## config.mk

```make
export PLATFORM = sky130hd
export DESIGN_NAME = hsc_top
export DESIGN_NICKNAME = d
export VERILOG_FILES = /design/src/hsc_pkg.sv /design/src/hsc_cnt_if.sv /design/src/hsc_updown.sv /design/src/hsc_top.sv
export SDC_FILE = /design/constraint.sdc
export NUM_CORES = 1
export LEC_CHECK = 0
export BUFFER_PORTS_ARGS = -buffer_cell sky130_fd_sc_hd__clkbuf_2
export CORE_MARGIN = 2
export CORE_UTILIZATION = 40
export DETAILED_ROUTE_END_ITERATION = 8
export GPL_TIMING_DRIVEN = 0
export PLACE_DENSITY_LB_ADDON = 0.05
export SLEW_MARGIN = 20
export SYNTH_ARGS = -nofsm -noshare
export SYNTH_HDL_FRONTEND = slang
export SYNTH_SLANG_ARGS = --single-unit
```

## constraint.sdc

```tcl
create_clock -name pclk -period 11.9 [get_ports pclk]
set_clock_uncertainty 0.1 [all_clocks]
set_input_delay 2.38 -clock pclk [delete_from_list [all_inputs] [get_ports pclk]]
set_output_delay 2.38 -clock pclk [all_outputs]
set_load 0.05 [all_outputs]
```

## src/hsc_pkg.sv

```systemverilog
// package of the high-speed pulse counter unit: register map, field layout, modes
// assumes a 32-bit apb slave at 100 mhz and four synchronous digital count inputs
package hsc_pkg;

    // =====================================================================
    // timing
    localparam int CLK_HZ = 100_000_000;
    localparam int PULSE_MAX_HZ = 50_000; // 32/16-bit counter input rate
    localparam int TRACK_MAX_HZ = 40_000; // quadrature track rate
    localparam int PULSE_PERIOD_CYC = CLK_HZ / PULSE_MAX_HZ;
    localparam int TRACK_PERIOD_CYC = CLK_HZ / TRACK_MAX_HZ;

    // =====================================================================
    // register byte offsets
    localparam logic [11:0] OFF_CONFIG = 12'h000;
    localparam logic [11:0] OFF_CTRL_IMAGE = 12'h004;
    localparam logic [11:0] OFF_CTRL_DIRECT = 12'h008;
    localparam logic [11:0] OFF_COMMIT = 12'h00C;
    localparam logic [11:0] OFF_PRESET32 = 12'h010;
    localparam logic [11:0] OFF_PRESET16 = 12'h014;
    localparam logic [11:0] OFF_HOME_VALUE = 12'h018;
    localparam logic [11:0] OFF_VALUE32 = 12'h01C;
    localparam logic [11:0] OFF_VALUE16 = 12'h020;
    localparam logic [11:0] OFF_QUAD_VALUE = 12'h024;
    localparam logic [11:0] OFF_STATUS = 12'h028;

    // =====================================================================
    // config fields
    localparam int CFG_W = 10;
    localparam int CFG_MODE_LSB = 0; // two bits
    localparam int CFG_EN_LSB = 2; // three bits, one per counter
    localparam int CFG_REPEAT = 5;
    localparam int CFG_WIN_SRC = 6;
    localparam int CFG_IRQ_EN_LSB = 7; // three bits
    localparam logic [CFG_W-1:0] CFG_RESET = 10'h000;

    // =====================================================================
    // control fields: counter k owns bits 3k..3k+2
    localparam int CTRL_W = 13;
    localparam int CTRL_EN = 0;
    localparam int CTRL_DIR = 1;
    localparam int CTRL_CLR = 2;
    localparam int CTRL_HOME_STROBE = 9;
    localparam int CTRL_ZERO_ACK = 10;
    localparam int CTRL_WIN_OPEN = 11;
    localparam int CTRL_QUAD_RUN = 12;
    localparam logic [CTRL_W-1:0] CTRL_RESET = 13'h0000;

    // status fields
    localparam int ST_ZERO = 0;
    localparam int ST_ARMED = 1;
    localparam int ST_DONE = 2;

    // input pin order in the synchroniser vectors
    localparam int PIN_A = 0;
    localparam int PIN_B = 1;
    localparam int PIN_MARK = 2;
    localparam int PIN_HOME = 3;

    typedef enum logic [1:0] {
        HSC_MODE_C32 = 2'h0,
        HSC_MODE_C16 = 2'h1,
        HSC_MODE_QUAD = 2'h2
    } hsc_mode_t;

endpackage : hsc_pkg

```

## src/hsc_cnt_if.sv

```systemverilog
// link between the unit top and one up/down counter core
// assumes both ends on pclk; the counter width is the parameter
`timescale 1ns/1ns
`default_nettype none
interface hsc_cnt_if #(parameter int W = 16) ();
    logic en;
    logic clr;
    logic dir;
    logic pulse;
    logic [W-1:0] preset;
    logic [W-1:0] value;
    logic cmp;
    modport ctl (output en, output clr, output dir, output pulse, output preset,
        input value, input cmp);
    modport cnt (input en, input clr, input dir, input pulse, input preset,
        output value, output cmp);
endinterface : hsc_cnt_if
`default_nettype wire

```

## src/hsc_updown.sv

```systemverilog
// up/down counter core with preset compare, used at 32 and 16 bits
// assumes pulse is a one-cycle strobe already synchronised to pclk
`timescale 1ns/1ns
`default_nettype none
module hsc_updown (
    input wire logic pclk,
    input wire logic presetn,
    hsc_cnt_if.cnt bus
);
    localparam int W = $bits(bus.value);

    typedef struct packed {
        logic [W-1:0] value;
        logic [W-1:0] preset;
        logic dir;
        logic en_prev;
        logic clr_prev;
        logic cmp;
    } hsc_cnt_st_t;

    hsc_cnt_st_t r;
    hsc_cnt_st_t next_r;
    logic capture;

    // =====================================================================
    // next state
    assign capture = (bus.en && !r.en_prev) || (bus.clr && !r.clr_prev);

    always_comb begin
        next_r = r;
        next_r.cmp = 1'b0;
        next_r.en_prev = bus.en;
        next_r.clr_prev = bus.clr;
        if (capture) begin
            // clear and latch direction and preset
            next_r.value = '0;
            next_r.dir = bus.dir;
            next_r.preset = bus.preset;
        end else if (bus.en && bus.pulse) begin
            if (!r.dir) begin
                next_r.value = (r.value == r.preset) ? '0 : r.value + 1'b1;
            end else begin
                next_r.value = (r.value == '0) ? r.preset : r.value - 1'b1;
            end
            next_r.cmp = (next_r.value == r.preset);
        end
    end

    // state register
    always_ff @(posedge pclk or negedge presetn) begin
        if (!presetn) begin
            r <= '0;
        end else begin
            r <= next_r;
        end
    end

    assign bus.value = r.value;
    assign bus.cmp = r.cmp;
endmodule : hsc_updown
`default_nettype wire

```

## src/hsc_top.sv

```systemverilog
// high-speed pulse counter unit: apb registers, 32/16-bit counters, quadrature counter
// assumes pclk at 100 mhz, inputs stable per pclk sample, apb master per amba rules
`timescale 1ns/1ns
`default_nettype none
module hsc_top (
    input wire logic pclk,
    input wire logic presetn,
    input wire logic psel,
    input wire logic penable,
    input wire logic pwrite,
    input wire logic [11:0] paddr,
    input wire logic [31:0] pwdata,
    output logic [31:0] prdata,
    output logic pready,
    output logic pslverr,
    input wire logic pulse_input_a,
    input wire logic pulse_input_b,
    input wire logic marker_pulse_input,
    input wire logic home_switch_input,
    output logic [2:0] cmp_irq
);
    typedef struct packed {
        logic [hsc_pkg::CFG_W-1:0] cfg;
        logic [hsc_pkg::CTRL_W-1:0] image;
        logic [hsc_pkg::CTRL_W-1:0] ctl;
        logic [31:0] preset32;
        logic [31:0] preset16;
        logic [31:0] home_val;
        logic pready;
        logic pslverr;
        logic [31:0] prdata;
        logic [3:0] sync1;
        logic [3:0] sync2;
        logic [3:0] prev;
        logic [31:0] quad;
        logic zero;
        logic win_prev;
        logic loaded;
        logic complete;
        logic strobe_prev;
        logic ack_prev;
        logic [2:0] irq;
    } hsc_top_st_t;

    hsc_top_st_t r;
    hsc_top_st_t next_r;

    hsc_cnt_if #(.W(32)) c32_if ();
    hsc_cnt_if #(.W(16)) c16a_if ();
    hsc_cnt_if #(.W(16)) c16b_if ();

    hsc_pkg::hsc_mode_t mode;
    logic [3:0] rise;
    logic ap_access;
    logic ap_write;
    logic window;
    logic marker_hit;
    logic step;
    logic step_up;
    logic [31:0] rd_word;
    logic [2:0] armed_cnt;

    // =====================================================================
    // decode helpers
    function automatic logic addr_ok(input logic [11:0] a);
        case (a)
            hsc_pkg::OFF_CONFIG, hsc_pkg::OFF_CTRL_IMAGE, hsc_pkg::OFF_CTRL_DIRECT,
            hsc_pkg::OFF_COMMIT, hsc_pkg::OFF_PRESET32, hsc_pkg::OFF_PRESET16,
            hsc_pkg::OFF_HOME_VALUE, hsc_pkg::OFF_VALUE32, hsc_pkg::OFF_VALUE16,
            hsc_pkg::OFF_QUAD_VALUE, hsc_pkg::OFF_STATUS: addr_ok = 1'b1;
            default: addr_ok = 1'b0;
        endcase
    endfunction : addr_ok

    // enable of counter k: control bit, config bit and matching mode
    function automatic logic cnt_enable(input logic [hsc_pkg::CTRL_W-1:0] c,
        input logic [hsc_pkg::CFG_W-1:0] g, input int k, input logic mode_hit);
        cnt_enable = c[3*k+hsc_pkg::CTRL_EN] && g[hsc_pkg::CFG_EN_LSB+k] && mode_hit;
    endfunction : cnt_enable

    // =====================================================================
    // input edges and apb qualifiers
    assign mode = hsc_pkg::hsc_mode_t'(r.cfg[hsc_pkg::CFG_MODE_LSB +: 2]);
    assign rise = r.sync2 & ~r.prev;
    assign ap_access = psel && penable && !r.pready;
    assign ap_write = psel && penable && pwrite && r.pready;

    // =====================================================================
    // counter cores
    assign c32_if.en = cnt_enable(r.ctl, r.cfg, 0, mode == hsc_pkg::HSC_MODE_C32);
    assign c32_if.clr = r.ctl[hsc_pkg::CTRL_CLR];
    assign c32_if.dir = r.ctl[hsc_pkg::CTRL_DIR];
    assign c32_if.preset = r.preset32;
    assign c32_if.pulse = rise[hsc_pkg::PIN_A];

    assign c16a_if.en = cnt_enable(r.ctl, r.cfg, 1, mode == hsc_pkg::HSC_MODE_C16);
    assign c16a_if.clr = r.ctl[3+hsc_pkg::CTRL_CLR];
    assign c16a_if.dir = r.ctl[3+hsc_pkg::CTRL_DIR];
    assign c16a_if.preset = r.preset16[15:0];
    assign c16a_if.pulse = rise[hsc_pkg::PIN_A];

    assign c16b_if.en = cnt_enable(r.ctl, r.cfg, 2, mode == hsc_pkg::HSC_MODE_C16);
    assign c16b_if.clr = r.ctl[6+hsc_pkg::CTRL_CLR];
    assign c16b_if.dir = r.ctl[6+hsc_pkg::CTRL_DIR];
    assign c16b_if.preset = r.preset16[31:16];
    assign c16b_if.pulse = rise[hsc_pkg::PIN_B];

    hsc_updown u_c32 (
        .pclk(pclk),
        .presetn(presetn),
        .bus(c32_if)
    );

    hsc_updown u_c16a (
        .pclk(pclk),
        .presetn(presetn),
        .bus(c16a_if)
    );

    hsc_updown u_c16b (
        .pclk(pclk),
        .presetn(presetn),
        .bus(c16b_if)
    );

    // =====================================================================
    // quadrature decode and homing window
    // one track changing alone is a step; both at once is a lost step, dropped
    assign step = (mode == hsc_pkg::HSC_MODE_QUAD) && r.ctl[hsc_pkg::CTRL_QUAD_RUN]
        && ((r.sync2[hsc_pkg::PIN_A] ^ r.prev[hsc_pkg::PIN_A])
        ^ (r.sync2[hsc_pkg::PIN_B] ^ r.prev[hsc_pkg::PIN_B]));
    assign step_up = r.sync2[hsc_pkg::PIN_A] ^ r.prev[hsc_pkg::PIN_B];
    assign window = r.cfg[hsc_pkg::CFG_WIN_SRC] ? r.ctl[hsc_pkg::CTRL_WIN_OPEN]
        : r.sync2[hsc_pkg::PIN_HOME];
    assign marker_hit = (mode == hsc_pkg::HSC_MODE_QUAD) && window && rise[hsc_pkg::PIN_MARK]
        && (r.cfg[hsc_pkg::CFG_REPEAT] || !r.loaded);

    // =====================================================================
    // read mux
    always_comb begin
        rd_word = 32'h0000_0000;
        case (paddr)
            hsc_pkg::OFF_CONFIG: rd_word[hsc_pkg::CFG_W-1:0] = r.cfg;
            hsc_pkg::OFF_CTRL_IMAGE: rd_word[hsc_pkg::CTRL_W-1:0] = r.image;
            hsc_pkg::OFF_CTRL_DIRECT: rd_word[hsc_pkg::CTRL_W-1:0] = r.ctl;
            hsc_pkg::OFF_PRESET32: rd_word = r.preset32;
            hsc_pkg::OFF_PRESET16: rd_word = r.preset16;
            hsc_pkg::OFF_HOME_VALUE: rd_word = r.home_val;
            hsc_pkg::OFF_VALUE32: rd_word = c32_if.value;
            hsc_pkg::OFF_VALUE16: rd_word = {c16b_if.value, c16a_if.value};
            hsc_pkg::OFF_QUAD_VALUE: rd_word = r.quad;
            hsc_pkg::OFF_STATUS: begin
                rd_word[hsc_pkg::ST_ZERO] = r.zero;
                rd_word[hsc_pkg::ST_ARMED] = window && !r.complete;
                rd_word[hsc_pkg::ST_DONE] = r.complete;
            end
            default: rd_word = 32'h0000_0000;
        endcase
    end

    // =====================================================================
    // next state
    always_comb begin
        next_r = r;
        // apb: one wait state, data and error set with pready
        next_r.pready = ap_access;
        next_r.pslverr = ap_access && !addr_ok(paddr);
        if (ap_access) begin
            next_r.prdata = addr_ok(paddr) ? rd_word : 32'h0000_0000;
        end
        if (ap_write) begin
            case (paddr)
                hsc_pkg::OFF_CONFIG: next_r.cfg = pwdata[hsc_pkg::CFG_W-1:0];
                hsc_pkg::OFF_CTRL_IMAGE: next_r.image = pwdata[hsc_pkg::CTRL_W-1:0];
                hsc_pkg::OFF_CTRL_DIRECT: next_r.ctl = pwdata[hsc_pkg::CTRL_W-1:0];
                hsc_pkg::OFF_COMMIT: next_r.ctl = r.image;
                hsc_pkg::OFF_PRESET32: next_r.preset32 = pwdata;
                hsc_pkg::OFF_PRESET16: next_r.preset16 = pwdata;
                hsc_pkg::OFF_HOME_VALUE: next_r.home_val = pwdata;
                default: next_r.cfg = r.cfg;
            endcase
        end

        // two-stage synchroniser, third stage for edges
        next_r.sync1 = {home_switch_input, marker_pulse_input, pulse_input_b, pulse_input_a};
        next_r.sync2 = r.sync1;
        next_r.prev = r.sync2;

        // quadrature value: strobe over marker over counting
        next_r.strobe_prev = r.ctl[hsc_pkg::CTRL_HOME_STROBE];
        if (r.ctl[hsc_pkg::CTRL_HOME_STROBE] && !r.strobe_prev) begin
            next_r.quad = r.home_val;
        end else if (marker_hit) begin
            next_r.quad = r.home_val;
            next_r.loaded = 1'b1;
        end else if (step) begin
            next_r.quad = step_up ? r.quad + 32'h0000_0001 : r.quad - 32'h0000_0001;
        end

        // homing done holds until the window opens again
        next_r.win_prev = window;
        if (marker_hit) begin
            next_r.complete = 1'b1;
        end else if (window && !r.win_prev) begin
            next_r.complete = 1'b0;
        end

        // zero flag: set wins over acknowledge
        next_r.ack_prev = r.ctl[hsc_pkg::CTRL_ZERO_ACK];
        if (r.ctl[hsc_pkg::CTRL_ZERO_ACK] && !r.ack_prev) begin
            next_r.zero = 1'b0;
        end
        if (next_r.quad == 32'h0000_0000 && next_r.quad != r.quad) begin
            next_r.zero = 1'b1;
        end

        // compare pulses gated by interrupt enables; the quadrature path has none
        next_r.irq = {c16b_if.cmp, c16a_if.cmp, c32_if.cmp}
            & r.cfg[hsc_pkg::CFG_IRQ_EN_LSB +: 3];
    end

    // state register
    always_ff @(posedge pclk or negedge presetn) begin
        if (!presetn) begin
            r <= '0;
            r.cfg <= hsc_pkg::CFG_RESET;
            r.image <= hsc_pkg::CTRL_RESET;
            r.ctl <= hsc_pkg::CTRL_RESET;
        end else begin
            r <= next_r;
        end
    end

    assign prdata = r.prdata;
    assign pready = r.pready;
    assign pslverr = r.pslverr;
    assign cmp_irq = r.irq;

    // cycles spent in quadrature mode, saturating
    always_ff @(posedge pclk or negedge presetn) begin
        if (!presetn) begin
            armed_cnt <= 3'h0;
        end else if (mode != hsc_pkg::HSC_MODE_QUAD) begin
            armed_cnt <= 3'h0;
        end else if (armed_cnt != 3'h7) begin
            armed_cnt <= armed_cnt + 3'h1;
        end
    end
endmodule : hsc_top
`default_nettype wire

```

==> impl_metrics.py, run 1 <==
metrics = {
    "outcome": {
        "outcome": "complete, no violations",
    },
    "timing": {
        "tightest_slew_ns": 1.14,
        "setup_total_negative_slack_ns": 0,
        "rsz0062_at_grt": "no",
        "fin_ws_ns": 5.89,
        "period_share": 0.505,
        "hold_viol_final": 0,
        "fin_crit_ns": 6.01,
        "setup-violations-final": 0,
        "max_slew_margin": 0.217,
        "final_max_slew_viol_count": 0,
        "fmax_ghz": 0.166,
    },
    "setup_path": {
        "crit_path_end_kind": "flip-flop",
        "timing.rr.start": "next_r[41]",
        "worst_r2r_path_depth": 16,
        "path_max_fanout": 10,
        "crit_path_start_kind": "flip-flop",
        "setup.worst_path.class": "reg -> reg",
        "critPathSlowestCell": "sky130_fd_sc_hd__a2111oi_0",
        "flop_to_flop_setup_slack_ns": 5.89,
        "critical_path.reg2reg.endpoint": "r[8]",
        "cp_cell_sequence": "xor2_1 -> buf_4 -> buf_2 -> buf_2 -> buf_2 -> xnor2_1 -> ha_1 -> nor4_1 -> nand4_1 -> a21oi_1 -> xnor2_1 -> o21ai_0 -> or4_1 -> a2111oi_0 -> o2111ai_1 -> o41ai_2",
        "crit_required_ns": 12.26,
        "critPathMaxStageDelay_ns": 0.92,
        "critPathBufInv": 4,
        "critPathArrivalTime_ns": 6.38,
        "critical_path_depth": 16,
        "crit_top_cell": "sky130_fd_sc_hd__buf_2",
        "path_delay_family": "compound AO/OA/AOI/OAI gates",
    },
    "clocking": {
        "holdBufCountCts": 0,
        "cts_buffers": 44,
        "max-clock-path-buffers": 3,
        "clkLatencyLatePin_ns": 0.61,
        "cts_tree": "built",
        "cts_resized": 0,
        "numClockSinks": 358,
        "post_cts_buffers": 0,
        "clkSlewWorstSetupHoldPaths_ns": 0.06,
        "cts-htree-levels": 2,
        "cts-root-buf": "sky130_fd_sc_hd__clkbuf_16",
    },
    "power": {
        "power.density_mw_per_mm2": 112,
        "vdd_ir_drop_max_uv": 108,
        "power.static_leakage_nw": 11.6,
    },
    "floorplan": {
        "placeableCoreArea_mm2": 0.0574,
        "die_w_um": 244,
        "boundaryPins": 90,
        "core.rowCount": 88,
        "die_y_um": 244,
        "floorplan.initialDensity": 0.403,
        "die-area_mm2": 0.0597,
    },
    "detailed_routing": {
        "route.vias.total": 21700,
        "wl_mm": 101,
        "antenna_left": 0,
        "dr.pass1.iters": 9,
        "detailedRoute.firstIterationViolations": 2843,
        "routed_wire_length_per_instance_um": 29.4,
        "viasPerCell": 6.34,
        "drc": 0,
    },
    "synth": {
        "synthTopCellsByArea": "sky130_fd_sc_hd__dfrtp_1, sky130_fd_sc_hd__mux2_2, sky130_fd_sc_hd__xnor2_1",
        "synth.yosys.warnings": 0,
        "synth.cells.most_frequent": "sky130_fd_sc_hd__dfrtp_1, sky130_fd_sc_hd__clkbuf_1, sky130_fd_sc_hd__mux2_2",
        "yosys_most_used_dff": "sky130_fd_sc_hd__dfrtp_1",
        "synthMostInstantiatedCell": "sky130_fd_sc_hd__dfrtp_1",
        "synth-edff-count": 0,
        "synth.lib_cells_used.distinct": 85,
        "netlist.top_cell.by_area": "sky130_fd_sc_hd__dfrtp_1",
        "netlist_area_mm2": 0.0231,
        "synth.avg_cell_area_um2": 9.28,
        "synth_sequential_area_ratio": 0.388,
        "synthCells": 2490,
        "synth.top_cell.area_share": 0.388,
        "postSynth.asyncResetShare": 1.00,
        "postSynthRegisterBits": 358,
        "synthesis.nets": 2555,
    },
    "hold_path": {
        "worstHoldPathCells": 0,
        "hold_path_startpoint": "next_r[47]",
        "timing.hold.worst.class": "reg -> reg",
        "worst_hold_path.endpoint": "next_r[43]",
    },
    "placed_design": {
        "placement.io_buffers": 89,
        "gpl.final_weighted_congestion": 0.965,
        "hpwl_mm": 77.2,
        "detailedPlace.worstSlack_ns": 6.27,
    },
    "layout": {
        "final_core_density": 0.457,
        "n_antenna_cell": 0,
        "num-nets-final": 2697,
        "syn2layout_area_growth_pct": 13.4,
        "drive_above_1_share": 0.166,
    },
    "grt": {
        "grt_first_pass_wirelength_mm": 147,
        "gr-usage-all-layers": 0.333,
        "first_global_vias": 20900,
        "grt_max_degree": 89,
        "grt_antenna_before_repair": 0,
        "grt_overflow": 0,
    },
    "flow_run": {
        "cap_viol_max_count": 0,
    },
}
-- kinds of logic (layout without fill, tap and decap cells) --
logic type | count (synthesis) | after routing | synth area share
muxes | 214 | 214 | 0.102
and+or+nand+nor | 803 | 803 | 0.183
DFF | 358 | 358 | 0.388
buffers and inverters | 299 | 472 | 0.0555
adders and majority gates | 12 | 12 | 0.00650
xor gates and xnor gates | 269 | 269 | 0.102
AOI/OAI and AO/OA | 535 | 535 | 0.163
-- cell type report --
class,instances,area [µm²]
clock buffers,59,1270
clock inverters,18,243
fillers,5652,31200
flip-flops and latches,358,8960
inverters,44,165
multi-input cells,1833,12900
plain buffers,255,1120
well taps,765,957
repair buffers,96,587
-- worst reg2reg max path, delay by kind of cell, from the launching register on --
kind                       cells  cell delay [ns]
xor gates and xnor gates       3             0.56
buffers and inverters          4             1.23
adders and majority gates      1             0.27
DFF                            1             0.43
AOI/OAI and AO/OA              5             1.97
and+or+nand+nor                3             1.32
-- registers in the layout (all words and copies together) (netlist names), 19 cells and up --
signal / count
u_c16a.r: 19
r: 99
u_c32.bus.value: 32
prdata: 32
u_c16b.r: 19
c32_if.preset: 32
u_c32.r: 35
-- how the worst max path moves through the flow --
| stage | start | to |
|---|---|---|
| 3_3_place_gp | presetn | u_c32.bus.value[25] |
| 6_report | next_r[41] | r[8] |
| 3_5_place_dp | next_r[41] | r[8] |
| 2_1_floorplan | paddr[9] | c16a_if.preset[10] |
| 5_1_grt | r[42] | r[8] |
| 4_1_cts | next_r[41] | r[8] |
-- where the power goes --
group	switching [mW]	leakage [nW]	internal, mW	total (mW)
combinational	0.164	5.93	0.0690	0.233
clock	0.600	0.738	0.840	1.44
sequential	0.0203	4.91	1.24	1.26
-- cell usage in the layout, fill, tap and decap left out, types with 21 or more instances in the layout --
cell | Yosys | routed
sky130_fd_sc_hd__a22o_1 | 32 | 32
sky130_fd_sc_hd__a31oi_1 | 37 | 37
sky130_fd_sc_hd__nor3_1 | 71 | 70
sky130_fd_sc_hd__o21ai_0 | 134 | 134
sky130_fd_sc_hd__o22ai_1 | 21 | 21
sky130_fd_sc_hd__or4_1 | 31 | 31
sky130_fd_sc_hd__a22oi_1 | 28 | 28
sky130_fd_sc_hd__xor2_1 | 129 | 129
sky130_fd_sc_hd__nand4_1 | 84 | 84
sky130_fd_sc_hd__nand2_1 | 172 | 172
sky130_fd_sc_hd__nand3_1 | 57 | 57
sky130_fd_sc_hd__clkbuf_1 | 180 | 185
sky130_fd_sc_hd__or3_1 | 22 | 22
sky130_fd_sc_hd__a21oi_1 | 62 | 62
sky130_fd_sc_hd__buf_4 | 36 | 39
sky130_fd_sc_hd__dfrtp_1 | 358 | 358
sky130_fd_sc_hd__and4_1 | 23 | 23
sky130_fd_sc_hd__clkbuf_2 | 0 | 88
sky130_fd_sc_hd__xnor2_1 | 140 | 140
sky130_fd_sc_hd__clkbuf_16 | 0 | 45
sky130_fd_sc_hd__nor2_1 | 175 | 175
sky130_fd_sc_hd__mux2i_1 | 36 | 36
sky130_fd_sc_hd__buf_2 | 21 | 21
sky130_fd_sc_hd__mux2_2 | 178 | 178
sky130_fd_sc_hd__inv_1 | 43 | 43
sky130_fd_sc_hd__nor4_1 | 68 | 65
sky130_fd_sc_hd__a222oi_1 | 58 | 58
-- routing by layer --
metal  GRT usage  wire length [µm]
met5           0                 0
met4       0.115              3760
met3      0.0556              8000
met2       0.521             45500
met1       0.466             43400
-- stage by stage --
step / cells / power [mW] / hold slack (ns) / cell area (µm²)
6_report: 3428 / 2.93 / 0.248 / 26200
2_1_floorplan: 2490 / 1.41 / 0.231 / 23100
5_1_grt: 3428 / 3.02 / 0.269 / 26200
3_5_place_dp: 3351 / 1.51 / 0.239 / 24700
3_3_place_gp: 3344 / 1.51 / 0.235 / 24500
4_1_cts: 3428 / 2.96 / 0.252 / 26200
(Power assumes the default switching activity.)
==> run 2, diff against run 1 <==
--- a/config.mk
+++ b/config.mk
@@ -5,6 +5,7 @@
 export SDC_FILE = /design/constraint.sdc
 export NUM_CORES = 1
 export LEC_CHECK = 0
+export ABC_AREA = 1
 export BUFFER_PORTS_ARGS = -buffer_cell sky130_fd_sc_hd__clkbuf_2
 export CORE_MARGIN = 2
 export CORE_UTILIZATION = 40
==> constraint.sdc (replaced) <==
create_clock -name pclk -period 6.15 [get_ports pclk]
set_clock_uncertainty 0.1 [all_clocks]
set_input_delay 1.23 -clock pclk [delete_from_list [all_inputs] [get_ports pclk]]
set_output_delay 1.23 -clock pclk [all_outputs]
set_load 0.05 [all_outputs]
==> run 2 against run 1 <==
  * Utilization shrank 0.19 points
  * Largest cell class unchanged
  * Maximum frequency grew 44%
  * Clock-buffer cell count grew 5
  * Area after synthesis grew 4.8%
==> impl_metrics.py, run 2 <==
metrics = {
    "outcome": {
        "outcome": "complete, no violations",
    },
    "clocking": {
        "clkSlewWorstSetupHoldPaths_ns": 0.06,
        "cts_resized": 0,
        "numClockSinks": 358,
        "cts_buffers": 45,
        "cts-htree-levels": 2,
        "post_cts_buffers": 0,
        "cts-root-buf": "sky130_fd_sc_hd__clkbuf_16",
        "max-clock-path-buffers": 3,
        "clkLatencyLatePin_ns": 0.62,
        "cts_tree": "built",
        "holdBufCountCts": 0,
    },
    "synth": {
        "synth.lib_cells_used.distinct": 56,
        "synth_simple_gate_area_frac": 0.287,
        "synth_compound_gate_area_share": 0.169,
        "muxShareOfSynthArea": 0.00419,
        "synth.yosys.warnings": 0,
        "synthCells": 3482,
        "synth.avg_cell_area_um2": 6.95,
        "netlist_area_mm2": 0.0242,
        "synthesis.nets": 3547,
        "synthMostInstantiatedCell": "sky130_fd_sc_hd__nand2_1",
        "yosys_most_used_dff": "sky130_fd_sc_hd__dfrtp_1",
        "synth-edff-count": 0,
        "main_combinational_cell_family_by_area_after_synthesis": "simple AND/OR/NAND/NOR gates",
        "synthXorXnorAreaFrac": 0.0598,
        "post_synthesis_adder_cell_area_fraction": 0.00620,
        "synthTopCellsByArea": "sky130_fd_sc_hd__dfrtp_1, sky130_fd_sc_hd__nand2_1, sky130_fd_sc_hd__o21ai_0",
        "synth.top_cell.area_share": 0.370,
        "synth_sequential_area_ratio": 0.370,
        "netlist.top_cell.by_area": "sky130_fd_sc_hd__dfrtp_1",
        "postSynth.asyncResetShare": 1.00,
        "synth.cells.most_frequent": "sky130_fd_sc_hd__nand2_1, sky130_fd_sc_hd__inv_1, sky130_fd_sc_hd__dfrtp_1",
        "postSynthRegisterBits": 358,
    },
    "floorplan": {
        "die_w_um": 250,
        "core.rowCount": 90,
        "floorplan.initialDensity": 0.403,
        "die-area_mm2": 0.0625,
        "die_y_um": 250,
        "placeableCoreArea_mm2": 0.0601,
        "boundaryPins": 90,
    },
    "detailed_routing": {
        "routed_wire_length_per_instance_um": 23.2,
        "detailedRoute.firstIterationViolations": 2701,
        "viasPerCell": 5.64,
        "drc": 0,
        "wl_mm": 103,
        "dr.pass1.iters": 5,
        "antenna_left": 0,
        "route.vias.total": 25000,
    },
    "layout": {
        "drive_above_1_share": 0.106,
        "largest_register_ffs": 99,
        "layout_commonest_cell": "sky130_fd_sc_hd__nand2_1",
        "largest_register": "r",
        "fillerInstances": 6334,
        "top_regs": "r (99), u_c32.r (35)",
        "final_core_density": 0.455,
        "multi_input_comb_area_mm2": 0.0127,
        "layout.cell_area.non_filler_mm2": 0.0273,
        "seq_area_mm2": 0.00896,
        "num-nets-final": 3687,
        "syn2layout_area_growth_pct": 12.9,
        "most-common-layout-cells": "sky130_fd_sc_hd__nand2_1, sky130_fd_sc_hd__inv_1, sky130_fd_sc_hd__dfrtp_1",
    },
    "timing": {
        "max_slew_margin": 0.307,
        "final_max_slew_viol_count": 0,
        "fin_worst_hold_slack_ns": 0.249,
        "period_share": 0.677,
        "fin_crit_ns": 4.17,
        "rsz0062_at_grt": "no",
        "setup_total_negative_slack_ns": 0,
        "fin_ws_ns": 1.98,
        "hold_viol_final": 0,
        "tightest_slew_ns": 1.03,
        "fmax_ghz": 0.240,
        "setup-violations-final": 0,
    },
    "placed_design": {
        "area_after_dpl_mm2": 0.0258,
        "gpl.final_weighted_congestion": 0.959,
        "hpwl_mm": 81.1,
        "placement.io_buffers": 89,
        "detailedPlace.worstSlack_ns": 1.67,
    },
    "setup_path": {
        "path_delay_family": "simple AND/OR/NAND/NOR gates",
        "critPathArrivalTime_ns": 4.58,
        "cp_cell_sequence": "inv_2 -> nand2_1 -> nand2_1 -> nand2_1 -> nor2_1 -> nand2_1 -> nor2_1 -> nand2_2 -> buf_2 -> nand3_1 -> nand2_1 -> nand2_1 -> nand2_1 -> nor2_1 -> nand2_1 -> nor2_1 -> nand3_1 -> nor2_1 -> nand4_1 -> nor2_1 -> nand4_1 -> nor2_1",
        "crit_top_cell": "sky130_fd_sc_hd__nand2_1",
        "critPathMaxStageDelay_ns": 0.62,
        "path_max_fanout": 10,
        "crit_path_start_kind": "flip-flop",
        "critical_path.reg2reg.endpoint": "u_c32.bus.cmp",
        "crit_required_ns": 6.56,
        "setup.worst_path.class": "reg -> reg",
        "crit_path_end_kind": "flip-flop",
        "flop_to_flop_setup_slack_ns": 1.98,
        "critPathSlowestCell": "sky130_fd_sc_hd__dfrtp_1",
        "timing.rr.start": "u_c32.bus.value[0]",
        "worst_r2r_path_depth": 22,
        "critPathBufInv": 2,
        "crit_start": "u_c32.bus.value[0]",
    },
    "power": {
        "power_frac_seq": 0.424,
        "power.combinational.fraction": 0.065,
        "vdd_ir_drop_max_uv": 213,
        "fraction_of_power_spent_switching_nets": 0.257,
        "power_switching_mw": 1.44,
        "power.density_mw_per_mm2": 205,
        "p_int_mw": 4.16,
        "power.static_leakage_nw": 13.5,
        "p_clk_frac": 0.511,
    },
    "flow_run": {
        "cap_viol_max_count": 0,
    },
    "grt": {
        "grt_first_pass_wirelength_mm": 155,
        "grt_overflow": 0,
        "grt_antenna_before_repair": 3,
        "first_global_vias": 24100,
        "grt_max_degree": 87,
        "gr-usage-all-layers": 0.326,
    },
    "hold_path": {
        "hold_path_startpoint": "next_r[45]",
        "worst_hold_path.endpoint": "next_r[41]",
        "timing.hold.worst.class": "reg -> reg",
        "worstHoldPathCells": 0,
    },
}
==> run 2: cell type report <==
cell class                      count  area share
Sequential cell                   358       0.328
Inverter                          417      0.0573
Buffer                            182      0.0346
Antenna cell                        1   0.0000915
Clock buffer                       64      0.0489
Multi-Input combinational cell   2525       0.466
Timing Repair Buffer               93      0.0206
Tap cell                          782      0.0358
Clock inverter                     17     0.00897
==> run 2: how the worst max path moves through the flow <==
stage | to | slack [ns] | cells past startpoint
final | u_c32.bus.cmp | 1.98 | 22
after global routing | next_r[4] | 1.88 | 10
after CTS | r[8] | 2.19 | 18
after detailed placement | next_r[4] | 1.67 | 10
after global placement | prdata[3] | -4.64 | 1
after floorplan | c16a_if.clr | 2.96 | 9
==> run 2: cell families after synthesis <==
| kind of cell | after synthesis |
|---|---|
| and+or+nand+nor | 1649 |
| AOI/OAI and AO/OA | 702 |
| buffers and inverters | 599 |
| DFF | 358 |
| xor gates and xnor gates | 153 |
| adders and majority gates | 12 |
| muxes | 9 |
==> run 2: per-layer routing <==
metal / routed length [µm] / share of wire / GRT usage / vias to the layer above
li1: - / - / - / 11700
met2: 45900 / 0.45 / 0.509 / 1081
met4: 3600 / 0.035 / 0.113 / 0
met3: 7770 / 0.075 / 0.0527 / 148
met5: 0 / 0 / 0 / -
met1: 45700 / 0.44 / 0.458 / 12100
==> run 2: per-stage QoR <==
step                      std cells  power, mW
after global placement         4353       2.77
final                          4439       5.59
after floorplan                3482       2.61
after global routing           4438       5.76
after CTS                      4438       5.62
after detailed placement       4357       2.78
==> run 2: worst register-to-register path: cells and delay by family, from the launching register on <==
family,cells,cell delay [ns]
simple gates,20,2.74
flops,1,0.62
buf+inv,2,0.59
==> run 2: power groups by stage <==
stage                     Combinational [mW]  Clock, mW  Sequential (mW)
final                                  0.363       2.86             2.37
after global routing                   0.404       2.99             2.37
after CTS                              0.362       2.89             2.37
after detailed placement               0.360          0             2.42
after floorplan                        0.195          0             2.42
after global placement                 0.350          0             2.42
